## config.mk

```make
export PLATFORM = sky130hd
export DESIGN_NAME = ipl_pin_ctrl
export DESIGN_NICKNAME = d
export VERILOG_FILES = /design/src/logic/ipl_pkg.sv /design/src/logic/ipl_hold_stage.sv /design/src/logic/ipl_pin_ctrl.sv
export SDC_FILE = /design/constraint.sdc
export NUM_CORES = 1
export LEC_CHECK = 0
export BUFFER_PORTS_ARGS = -buffer_cell sky130_fd_sc_hd__buf_2
export CAP_MARGIN = 20
export CORE_MARGIN = 1.5
export CORE_UTILIZATION = 55
export CTS_BUF_LIST = sky130_fd_sc_hd__clkbuf_16
export DETAILED_ROUTE_END_ITERATION = 10
export PLACE_DENSITY = 0.73
export SETUP_SLACK_MARGIN = 0.02
export SLEW_MARGIN = 15
export SYNTH_ARGS = -nofsm -noshare
export SYNTH_HDL_FRONTEND = slang
export SYNTH_SLANG_ARGS = --single-unit
```

## constraint.sdc

```tcl
create_clock -name REF_CLK -period 2.8 [get_ports REF_CLK]
set_clock_uncertainty 0.2 [all_clocks]
set_input_delay 0.56 -clock REF_CLK [delete_from_list [all_inputs] [get_ports REF_CLK]]
set_output_delay 0.56 -clock REF_CLK [all_outputs]
set_load 0.005 [all_outputs]
```

## src/logic/ipl_pkg.sv

```systemverilog
// Purpose: Shared constants and types for the interrupt pin output and hold-mode block.
// Assumes: REF_CLK at 250 MHz; registers reached through a plain byte register port.
// Notes: Pin index 0 is the first interrupt pin, index 1 the second.
// Overview of operation
// - Output config bit 7 enables driving the second interrupt pin; clear disables it.
// - Output config bit 3 enables driving the first interrupt pin; clear disables it.
// - Bits 6 and 2 pick push-pull (0) or open-drain (1) while driving.
// - Bit 5 sets second pin polarity for output, or for trigger input when undriven.
// - Bit 1 sets first pin polarity for output, or for trigger input when undriven.
// - Frame tagging from a pin ignores that pin's polarity bit.
// - Bits 4 and 0 choose edge (1) or level (0) sensing for input use.
// - Hold register bits 5 and 4 enable input sampling on second and first pin.
// - Hold code 0 follows the condition; code 15 keeps the interrupt asserted.
// - Codes 1 to 14 hold for 312.5us doubling per step up to 2.56s.
// - New-data, orientation and flat interrupts never use latched or timed hold.
// - Both registers reset to zero: pins undriven, inputs off, non-latched.
package ipl_pkg;

    localparam logic [7:0] IPL_ADDR_OUT_CFG = 8'h53;
    localparam logic [7:0] IPL_ADDR_HOLD = 8'h54;
    localparam logic [7:0] IPL_OUT_CFG_RST = 8'h00;
    localparam logic [7:0] IPL_HOLD_RST = 8'h00;
    localparam logic [7:0] IPL_HOLD_RW_MASK = 8'h3F;
    localparam logic [3:0] IPL_MODE_NONLATCH = 4'h0;
    localparam logic [3:0] IPL_MODE_LATCHED = 4'hF;
    localparam logic [3:0] IPL_MODE_STEP = 4'h1;

    // Shortest timed hold in picoseconds and the clock period that counts it.
    localparam int IPL_HOLD_BASE_PS = 312500000;
    localparam int IPL_CLK_PERIOD_PS = 4000;
    localparam int IPL_HOLD_BASE_CYC = IPL_HOLD_BASE_PS / IPL_CLK_PERIOD_PS;

    // Layout of the pin output configuration register, bit 7 first.
    typedef struct packed {
        logic b_drive;
        logic b_open_drain;
        logic b_polarity;
        logic b_edge;
        logic a_drive;
        logic a_open_drain;
        logic a_polarity;
        logic a_edge;
    } ipl_out_cfg_t;

    // Layout of the hold-mode and input register, bit 7 first.
    typedef struct packed {
        logic [1:0] reserved;
        logic b_in_en;
        logic a_in_en;
        logic [3:0] mode;
    } ipl_hold_cfg_t;

    typedef enum logic {
        IPL_IDLE = 1'b0,
        IPL_HELD = 1'b1
    } ipl_hold_state_t;

endpackage

```

## src/logic/ipl_hold_stage.sv

```systemverilog
// Purpose: Applies the hold mode to one interrupt condition.
// Assumes: Condition and clear are synchronous to REF_CLK.
// Notes: Held output comes straight from the state flop.
`timescale 1ns/1ps
module ipl_hold_stage
    import ipl_pkg::*;
#(
    parameter int HOLD_BASE_CYC = IPL_HOLD_BASE_CYC
) (
    input wire logic clk,
    input wire logic rst,
    input wire logic cond,
    input wire logic no_hold,
    input wire logic [3:0] mode,
    input wire logic clr,
    output logic held
);

    ipl_hold_state_t state_q;
    logic [31:0] cnt_q;
    logic [31:0] load_d;

    // Each code step doubles the base duration.
    assign load_d = 32'(HOLD_BASE_CYC) << (mode - IPL_MODE_STEP);
    assign held = (state_q == IPL_HELD);

    // Hold state machine; a new condition wins over a clear in the same cycle.
    always_ff @(posedge clk) begin
        if (rst) begin
            state_q <= IPL_IDLE;
            cnt_q <= 32'h0000_0000;
        end else if (no_hold || mode == IPL_MODE_NONLATCH) begin
            state_q <= cond ? IPL_HELD : IPL_IDLE;
            cnt_q <= 32'h0000_0000;
        end else if (mode == IPL_MODE_LATCHED) begin
            state_q <= (cond || (held && !clr)) ? IPL_HELD : IPL_IDLE;
            cnt_q <= 32'h0000_0000;
        end else begin
            case (state_q)
                IPL_IDLE: begin
                    if (cond) begin
                        state_q <= IPL_HELD;
                        cnt_q <= load_d;
                    end
                end
                IPL_HELD: begin
                    if (clr && cond) begin
                        cnt_q <= load_d;
                    end else if (clr || cnt_q <= 32'h0000_0001) begin
                        state_q <= IPL_IDLE;
                        cnt_q <= 32'h0000_0000;
                    end else begin
                        cnt_q <= cnt_q - 32'h0000_0001;
                    end
                end
                default: begin
                    state_q <= IPL_IDLE;
                    cnt_q <= 32'h0000_0000;
                end
            endcase
        end
    end

    logic temp_mode;
    assign temp_mode = !no_hold && mode != IPL_MODE_NONLATCH && mode != IPL_MODE_LATCHED;
endmodule

```

## src/logic/ipl_pin_ctrl.sv

```systemverilog
// Purpose: Interrupt pin drive, polarity, input sensing and hold-mode control for two pins.
// Assumes: All inputs synchronous to REF_CLK; a byte register port reaches both registers.
// Notes: Pin index 0 is the first pin, index 1 the second; outputs are registered.
`timescale 1ns/1ps
module ipl_pin_ctrl
    import ipl_pkg::*;
#(
    parameter int HOLD_BASE_CYC = IPL_HOLD_BASE_CYC
) (
    input wire logic REF_CLK,
    input wire logic RST,
    input wire logic [7:0] REG_ADDR,
    input wire logic [7:0] REG_WDATA,
    input wire logic REG_WE,
    input wire logic REG_RE,
    output logic [7:0] REG_RDATA,
    input wire logic [1:0] INT_COND,
    input wire logic [1:0] INT_NO_HOLD,
    input wire logic INT_CLEAR,
    input wire logic [1:0] PIN_IN,
    output logic [1:0] PIN_OUT,
    output logic [1:0] PIN_OE,
    output logic [1:0] TRIG_EVENT,
    output logic [1:0] FIFO_TAG
);

    ipl_out_cfg_t out_cfg_q;
    ipl_hold_cfg_t hold_cfg_q;
    logic [1:0] held;
    logic [1:0] act_q;
    logic [1:0] drive_en;
    logic [1:0] open_drain;
    logic [1:0] polarity;
    logic [1:0] edge_sel;
    logic [1:0] in_en;

    // Per-pin views of the configuration, index 0 for the first pin.
    assign drive_en = {out_cfg_q.b_drive, out_cfg_q.a_drive};
    assign open_drain = {out_cfg_q.b_open_drain, out_cfg_q.a_open_drain};
    assign polarity = {out_cfg_q.b_polarity, out_cfg_q.a_polarity};
    assign edge_sel = {out_cfg_q.b_edge, out_cfg_q.a_edge};
    assign in_en = {hold_cfg_q.b_in_en, hold_cfg_q.a_in_en};

    // Configuration writes; reserved hold bits stay zero so they read back as zero.
    always_ff @(posedge REF_CLK) begin
        if (RST) begin
            out_cfg_q <= IPL_OUT_CFG_RST;
            hold_cfg_q <= IPL_HOLD_RST;
        end else if (REG_WE) begin
            if (REG_ADDR == IPL_ADDR_OUT_CFG) begin
                out_cfg_q <= REG_WDATA;
            end
            if (REG_ADDR == IPL_ADDR_HOLD) begin
                hold_cfg_q <= REG_WDATA & IPL_HOLD_RW_MASK;
            end
        end
    end

    // Read data is registered; unmapped addresses return zero.
    always_ff @(posedge REF_CLK) begin
        if (RST) begin
            REG_RDATA <= 8'h00;
        end else if (REG_RE) begin
            case (REG_ADDR)
                IPL_ADDR_OUT_CFG: REG_RDATA <= out_cfg_q;
                IPL_ADDR_HOLD: REG_RDATA <= hold_cfg_q;
                default: REG_RDATA <= 8'h00;
            endcase
        end
    end

    // One hold stage and one pin driver per interrupt pin.
    genvar gi;
    generate
        for (gi = 0; gi < 2; gi++) begin : g_pin
            logic level;
            logic act_now;

            ipl_hold_stage #(
                .HOLD_BASE_CYC(HOLD_BASE_CYC)
            ) u_hold (
                .clk(REF_CLK),
                .rst(RST),
                .cond(INT_COND[gi]),
                .no_hold(INT_NO_HOLD[gi]),
                .mode(hold_cfg_q.mode),
                .clr(INT_CLEAR),
                .held(held[gi])
            );

            // Electrical pin level: asserted maps to high only when polarity is set.
            assign level = held[gi] ~^ polarity[gi];

            // Open drain releases the pin for a high level instead of driving it.
            always_ff @(posedge REF_CLK) begin
                if (RST) begin
                    PIN_OE[gi] <= 1'b0;
                    PIN_OUT[gi] <= 1'b0;
                end else begin
                    PIN_OE[gi] <= drive_en[gi] && !(open_drain[gi] && level);
                    PIN_OUT[gi] <= !open_drain[gi] && level;
                end
            end

            // Input trigger honours polarity only while the pin is not driven.
            assign act_now = PIN_IN[gi] ~^ polarity[gi];

            // Edge mode fires once per rise of the active level, level mode while it holds.
            always_ff @(posedge REF_CLK) begin
                if (RST) begin
                    act_q[gi] <= 1'b0;
                    TRIG_EVENT[gi] <= 1'b0;
                    FIFO_TAG[gi] <= 1'b0;
                end else begin
                    act_q[gi] <= act_now;
                    TRIG_EVENT[gi] <= in_en[gi] && !drive_en[gi] &&
                        (edge_sel[gi] ? (act_now && !act_q[gi]) : act_now);
                    FIFO_TAG[gi] <= in_en[gi] && PIN_IN[gi];
                end
            end
        end
    endgenerate
endmodule

```

## Word level (Yosys, flattened, before mapping)

Cells that the tools add are included.

- Bits of input ports: 27
- Bits in registers: 98
- Output and inout port bits: 16
- Word-level logic and storage cells: 106

- Mux-type cells: 25
- Reductions and logical operators: 38
- Bitwise operators: 6
- Equal/unequal tests: 5
- Shift operators: 1
- $lt $le $gt $ge: 2
- $add $sub $neg: 3

Operators by type and width:

| operator | number |
|---|---|
| $mux W32 | 6 |
| $pmux W32 S2 | 2 |
| $le A32 B1 Y1 const B | 2 |
| $sub A32 B1 Y32 const B | 2 |
| $shl A17 B4 Y32 const A | 1 |
| $logic_and A1 B1 Y1 | 18 |
| $eq A8 B7 Y1 const B | 2 |
| $pmux W8 S2 | 1 |
| $mux W1 | 14 |
| $logic_not A1 Y1 | 9 |
| $logic_or A1 B1 Y1 | 6 |
| $reduce_or A3 Y1 | 2 |
| $eq A4 B4 Y1 const B | 1 |
| $logic_not A4 Y1 | 1 |
| $ne A2 B2 Y1 const B | 2 |
| $pmux W1 S2 | 2 |
| $reduce_and A2 Y1 | 2 |
| $sub A4 B1 Y4 const B | 1 |
| $xnor A1 B1 Y1 | 4 |
| $not A1 Y1 | 2 |

## Depth between registers and ports, before layout

- Depth after elaboration: 7
- Gate-level depth with buffers: 12
- Gate-level depth less buffers: 9

## Cells and area by module

A second synthesis with hierarchy kept.

- Cells, all modules: 855
- Area total of the unflattened synthesis: 6806.5 µm²

Modules (own cells, without submodules):

| module | area each (µm²) | seq. area each (µm²) | instances | cells an instance |
|---|---|---|---|---|
| ipl_hold_stage | 2741.4 | 660.6 | 2 | 364 |
| ipl_pin_ctrl | 1323.8 | 640.6 | 1 | 127 |

## Least setup slack after synthesis

OpenSTA, ideal clock, no wires.

- Path kind: register to register
- From: reg hold_cfg_q[0] (netlist name)
- To: reg g_pin[1].u_hold.cnt_q[24]
- Required time: 2514 ps
- Data arrival time: 2579 ps
- Buffers on the path: 3
- Stages on the path, launching flop included: 13
- Setup slack: -65 ps
- Clock period less this slack: 2865 ps
- Setup time: 86 ps
- Cell sequence: dfxtp_1 clkbuf_1 inv_1 ha_1 ha_1 clkbuf_1 clkbuf_1 nand2_1 nand2_1 nand2_1 a21oi_1 o21ai_0 a211oi_1

- Cells in the longest elaborated chain, start to end: 4
- Elaborated cells on any way between the ends: 9
- Classes of those cells: add/sub (1); eq/ne (1); shift (1); mux (3); reduce/logical (3)

Ends and longest elaborated chain:

| item | RTL line | RTL |
|---|---|---|
| start, declared | ipl_pin_ctrl.sv:28 | `ipl_hold_cfg_t hold_cfg_q;` |
| start signal, assigned | ipl_pin_ctrl.sv:54 | `hold_cfg_q <= REG_WDATA & IPL_HOLD_RW_MASK;` |
| $sub A4 B1 Y4 | ipl_hold_stage.sv:24 | `assign load_d = 32'(HOLD_BASE_CYC) << (mode - IPL_MODE_STEP);` |
| $shl A17 B4 Y32 | ipl_hold_stage.sv:24 |  |
| $mux W32, on equally long branches | ipl_hold_stage.sv:47, ipl_hold_stage.sv:41 |  |
| $pmux W32 S2 | ipl_hold_stage.sv:39 | `case (state_q)` |
| end signal, assigned | ipl_hold_stage.sv:43 | `cnt_q <= load_d;` |
| end signal, assigned | ipl_hold_stage.sv:48 | `cnt_q <= load_d;` |
| end signal, assigned | ipl_hold_stage.sv:53 | `cnt_q <= cnt_q - 32'h0000_0001;` |
| end, declared | ipl_hold_stage.sv:20 | `logic [31:0] cnt_q;` |

Parallel ways exist; a longest one is shown, timed or not. The select of a mux whose other input is x is not followed.
A chain may end at the register's enable or synchronous reset.

## Final worst setup path

- From: reg g_pin[0].u_hold.cnt_q[24]
- To: reg g_pin[0].u_hold.cnt_q[16]

- Cells in the longest elaborated chain, start to end: 5

Ends and longest elaborated chain:

| item | RTL line | RTL |
|---|---|---|
| start, declared | ipl_hold_stage.sv:20 |  |
| start signal, assigned | ipl_hold_stage.sv:43 |  |
| start signal, assigned | ipl_hold_stage.sv:48 |  |
| start signal, assigned | ipl_hold_stage.sv:53 |  |
| $le A32 B1 Y1 | ipl_hold_stage.sv:49 | `end else if (clr \|\| cnt_q <= 32'h0000_0001) begin` |
| $logic_or A1 B1 Y1 | ipl_hold_stage.sv:49 |  |
| $mux W32 | ipl_hold_stage.sv:49 |  |
| $mux W32 | ipl_hold_stage.sv:47 | `if (clr && cond) begin` |
| $pmux W32 S2 | ipl_hold_stage.sv:39 |  |

No other way between the ends.

==> impl_metrics.toml <==
[outcome]
status = "complete, no violations"

[routing]
drc = 0
viasPerCell = 6.52
drtPass1Iterations = 7
drt_iter0_markers = 684
wl_per_cell_um = 18.4
ant_nets = 0
via_count = 6413
drt-total-wl_mm = 18.1

[synth]
synth_seq_area_share_pct = 33.1
ys_warn_count = 0
synth_cell_types = 65
synth_seq_cells = 98
syn-num-nets = 833
syn_avg_cell_area_um2 = 7.45
synth_ff_type = "dfxtp_1"
synth_edf_count = 0
synthCells = 796
syn_area_um2 = 5930
async_reset_ff_share_pct = 0

[worst_setup_path]
cp-end-kind = "register"
path_buf_inv = 1
cp-start-kind = "register"
cp.depth = 7
required_ps = 2840
crit_path_max_fanout = 12
crit_chain = "or4_4, or3_1, nor4_4, nor2_4, buf_4, a22oi_1, a21oi_1"
r2r-end = "g_pin[0].u_hold.cnt_q[16]"
setup.worst_path.start = "g_pin[0].u_hold.cnt_q[24]"
slowest_delay_ps = 580
r2r_cells = 7
crit_family = "simple AND/OR/NAND/NOR gates"
path_class = "reg2reg"
cp_slowest_cell = "or4_4"
r2r_start = "g_pin[0].u_hold.cnt_q[24]"
critPathArrivalTime_ps = 2690
ff2ff_setup_slack_ps = 150
crit_path_end = "g_pin[0].u_hold.cnt_q[16]"

[power]
powerDensity_nw_per_um2 = 414
ir_worst_vdd_mv = 0.380
switching_power_w = 0.000709
comb_power_share_pct = 6.9
leakage_nw = 2.68
p_int_w = 0.00208
switching_share_pct = 25.5
seq_power_share_pct = 50.6
pwr-share-clk_pct = 42.5

[die]
fp.dieW_um = 107
die_height_um = 107
die_area_um2 = 11400
rows = 37
io_pins = 43
coreArea_um2 = 10400
initial_core_util_pct = 57.2

[timing]
setup_viol = 0
setup_tns_ps = 0
fmax_mhz = 377
max_slew_margin_pct = 53.2
fin_crit_sh_pct = 94.8
worst_pin_slew_ps = 701
finalCriticalPeriod_ps = 2650
maxSlewViolCount = 0
whs_ps = 230
rsz0062_at_grt = "false"
hold_violations = 0

[global_routing]
grt_util_all_layers_pct = 32.0
grt_pass1_wl_mm = 29.0
grt_overflow = 0
grt_max_degree = 34
grt_pass1_vias = 5756
antenna_found_initial = 0

[clock_network]
cts_max_path_buffers = 2
cts-buffers-inserted = 9
cts_tree = "built"
clkTransAtPathRegs_ps = 70
cts_sinks = 98
cts-root-buf = "clkbuf_16"
clk-insertion-delay-late_ps = 360
htreeDepth = 3
holdBufCountCts = 0

[layout]
diodes = 0
drive_gt1_share_pct = 14.5
stdcell_area_um2 = 6730
n_fill_cell = 936
synthToLayoutAreaGrowth_pct = 13.5
final_util_pct = 64.9
fin_nets = 880

[worst_hold_path]
hold_class = "reg2reg"

[placed_design]
io_buffer_count = 42
place_area_um2 = 6400
gp_congestion = 0.937
dp_hpwl_mm = 13.0

[run]
maxCapViolations = 0
[cell type report]
cell class | instances | area [µm²] | area share (%)
repair buffers | 86 | 541 | 8.04
clock inverters | 7 | 53.8 | 0.800
clock buffers | 9 | 225 | 3.35
multi-input cells | 623 | 3680 | 54.7
inverters | 25 | 93.8 | 1.40
well taps | 136 | 170 | 2.53
flip-flops and latches | 98 | 1960 | 29.2
[worst reg2reg max path, stage by stage (launching register included)]
cell,delay [ps]
dfxtp_1,370
or4_4,580
or3_1,390
nor4_4,400
nor2_4,140
buf_4,180
a22oi_1,180
a21oi_1,90
[what timing repair did]
action	4_1_cts	5_1_grt
endpoints found under the setup margin	0	14
buffers inserted	0	3
resized for setup	0	6
[power groups by stage]
stage | clock [W] | combinational (W) | sequential (W)
global route | 0.00126 | 0.000208 | 0.00141
CTS | 0.00120 | 0.000187 | 0.00141
global placement | 0 | 0.000182 | 0.00144
floorplan | 0 | 0.000116 | 0.00144
detailed placement | 0 | 0.000186 | 0.00144
finish | 0.00119 | 0.000192 | 0.00141
[cells in the mapped netlist, drive strengths merged (3+ instances only)]
cell type | number | area, µm²
nand2 | 76 | 285
and2 | 5 | 31.3
xnor2 | 4 | 35.0
nor4 | 26 | 211
or3 | 10 | 67.6
buf | 4 | 37.5
dfxtp | 98 | 1960
a222oi | 9 | 90.1
a21o | 9 | 67.6
a21oi | 86 | 430
nand2b | 12 | 75.1
clkbuf | 47 | 176
nand4 | 5 | 31.3
o31a | 3 | 26.3
o21ai | 37 | 185
nor2 | 92 | 353
a211oi | 21 | 158
a32oi | 5 | 43.8
nor2b | 4 | 25.0
a31oi | 9 | 56.3
o21a | 3 | 22.5
nor3b | 4 | 30.0
a2111oi | 4 | 35.0
or4 | 5 | 37.5
o211ai | 3 | 22.5
o41ai | 4 | 35.0
o31ai | 6 | 45.0
and3 | 5 | 31.3
ha | 10 | 125
nand3 | 41 | 205
or2 | 7 | 43.8
o211a | 5 | 50.1
nor3 | 46 | 230
a221oi | 8 | 76.3
xor2 | 21 | 184
a22oi | 13 | 97.6
inv | 25 | 93.8
[routing by layer]
layer	vias up	routed length, µm	part of all wire [%]	GRT usage (%)
met5	-	0	0	0
met4	0	300	1.7	9.81
met3	33	1520	8.4	6.50
met2	302	8320	46	51.1
met1	3046	7920	44	43.4
li1	3032	-	-	-
[how the worst min path moves through the flow]
stage	from	end	cells after the start
after floorplan	act_q[0]	TRIG_EVENT[0]	1
after global placement	act_q[0]	TRIG_EVENT[0]	1
final	act_q[0]	TRIG_EVENT[0]	1
after global routing	PIN_IN[0]	FIFO_TAG[0]	3
after CTS	PIN_IN[0]	FIFO_TAG[0]	3
after detailed placement	act_q[0]	TRIG_EVENT[0]	1
[sequential cells by signal, summed over array words and instances (netlist names)]
register / count
PIN_OE: 2
g_pin.u_hold.held: 2
REG_RDATA: 8
drive_en: 2
PIN_OUT: 2
out_cfg_q: 2
TRIG_EVENT: 2
FIFO_TAG: 2
edge_sel: 2
g_pin.u_hold.cnt_q: 64
hold_cfg_q: 6
act_q: 2
open_drain: 2
[cell usage in the layout (no fill, tap or decap), drive strengths merged, types with 26 or more instances in the layout]
cell	count
nand2	76
dfxtp	98
a21oi	86
nand3	41
inv	27
o21ai	37
buf	86
nor2	93
nor4	26
nor3	46
[logic make-up after synthesis]
group	Yosys count	share of synthesized area, %
AOI/OAI and AO/OA	240	26.5
muxes	1	0.169
adders and majority gates	10	2.11
and+or+nand+nor	346	29.2
xor gates and xnor gates	25	3.69
buffers and inverters	76	5.19
DFF	98	33.1
[through the flow]
step / std cells / setup WS (ps) / power [W]
floorplan: 796 / 124 / 0.00156
global placement: 964 / 236 / 0.00162
detailed placement: 964 / 172 / 0.00163
CTS: 980 / 153 / 0.00279
global route: 984 / 26.5 / 0.00287
finish: 984 / 146 / 0.00279
Note: power is estimated with default switching activity, not from simulation.
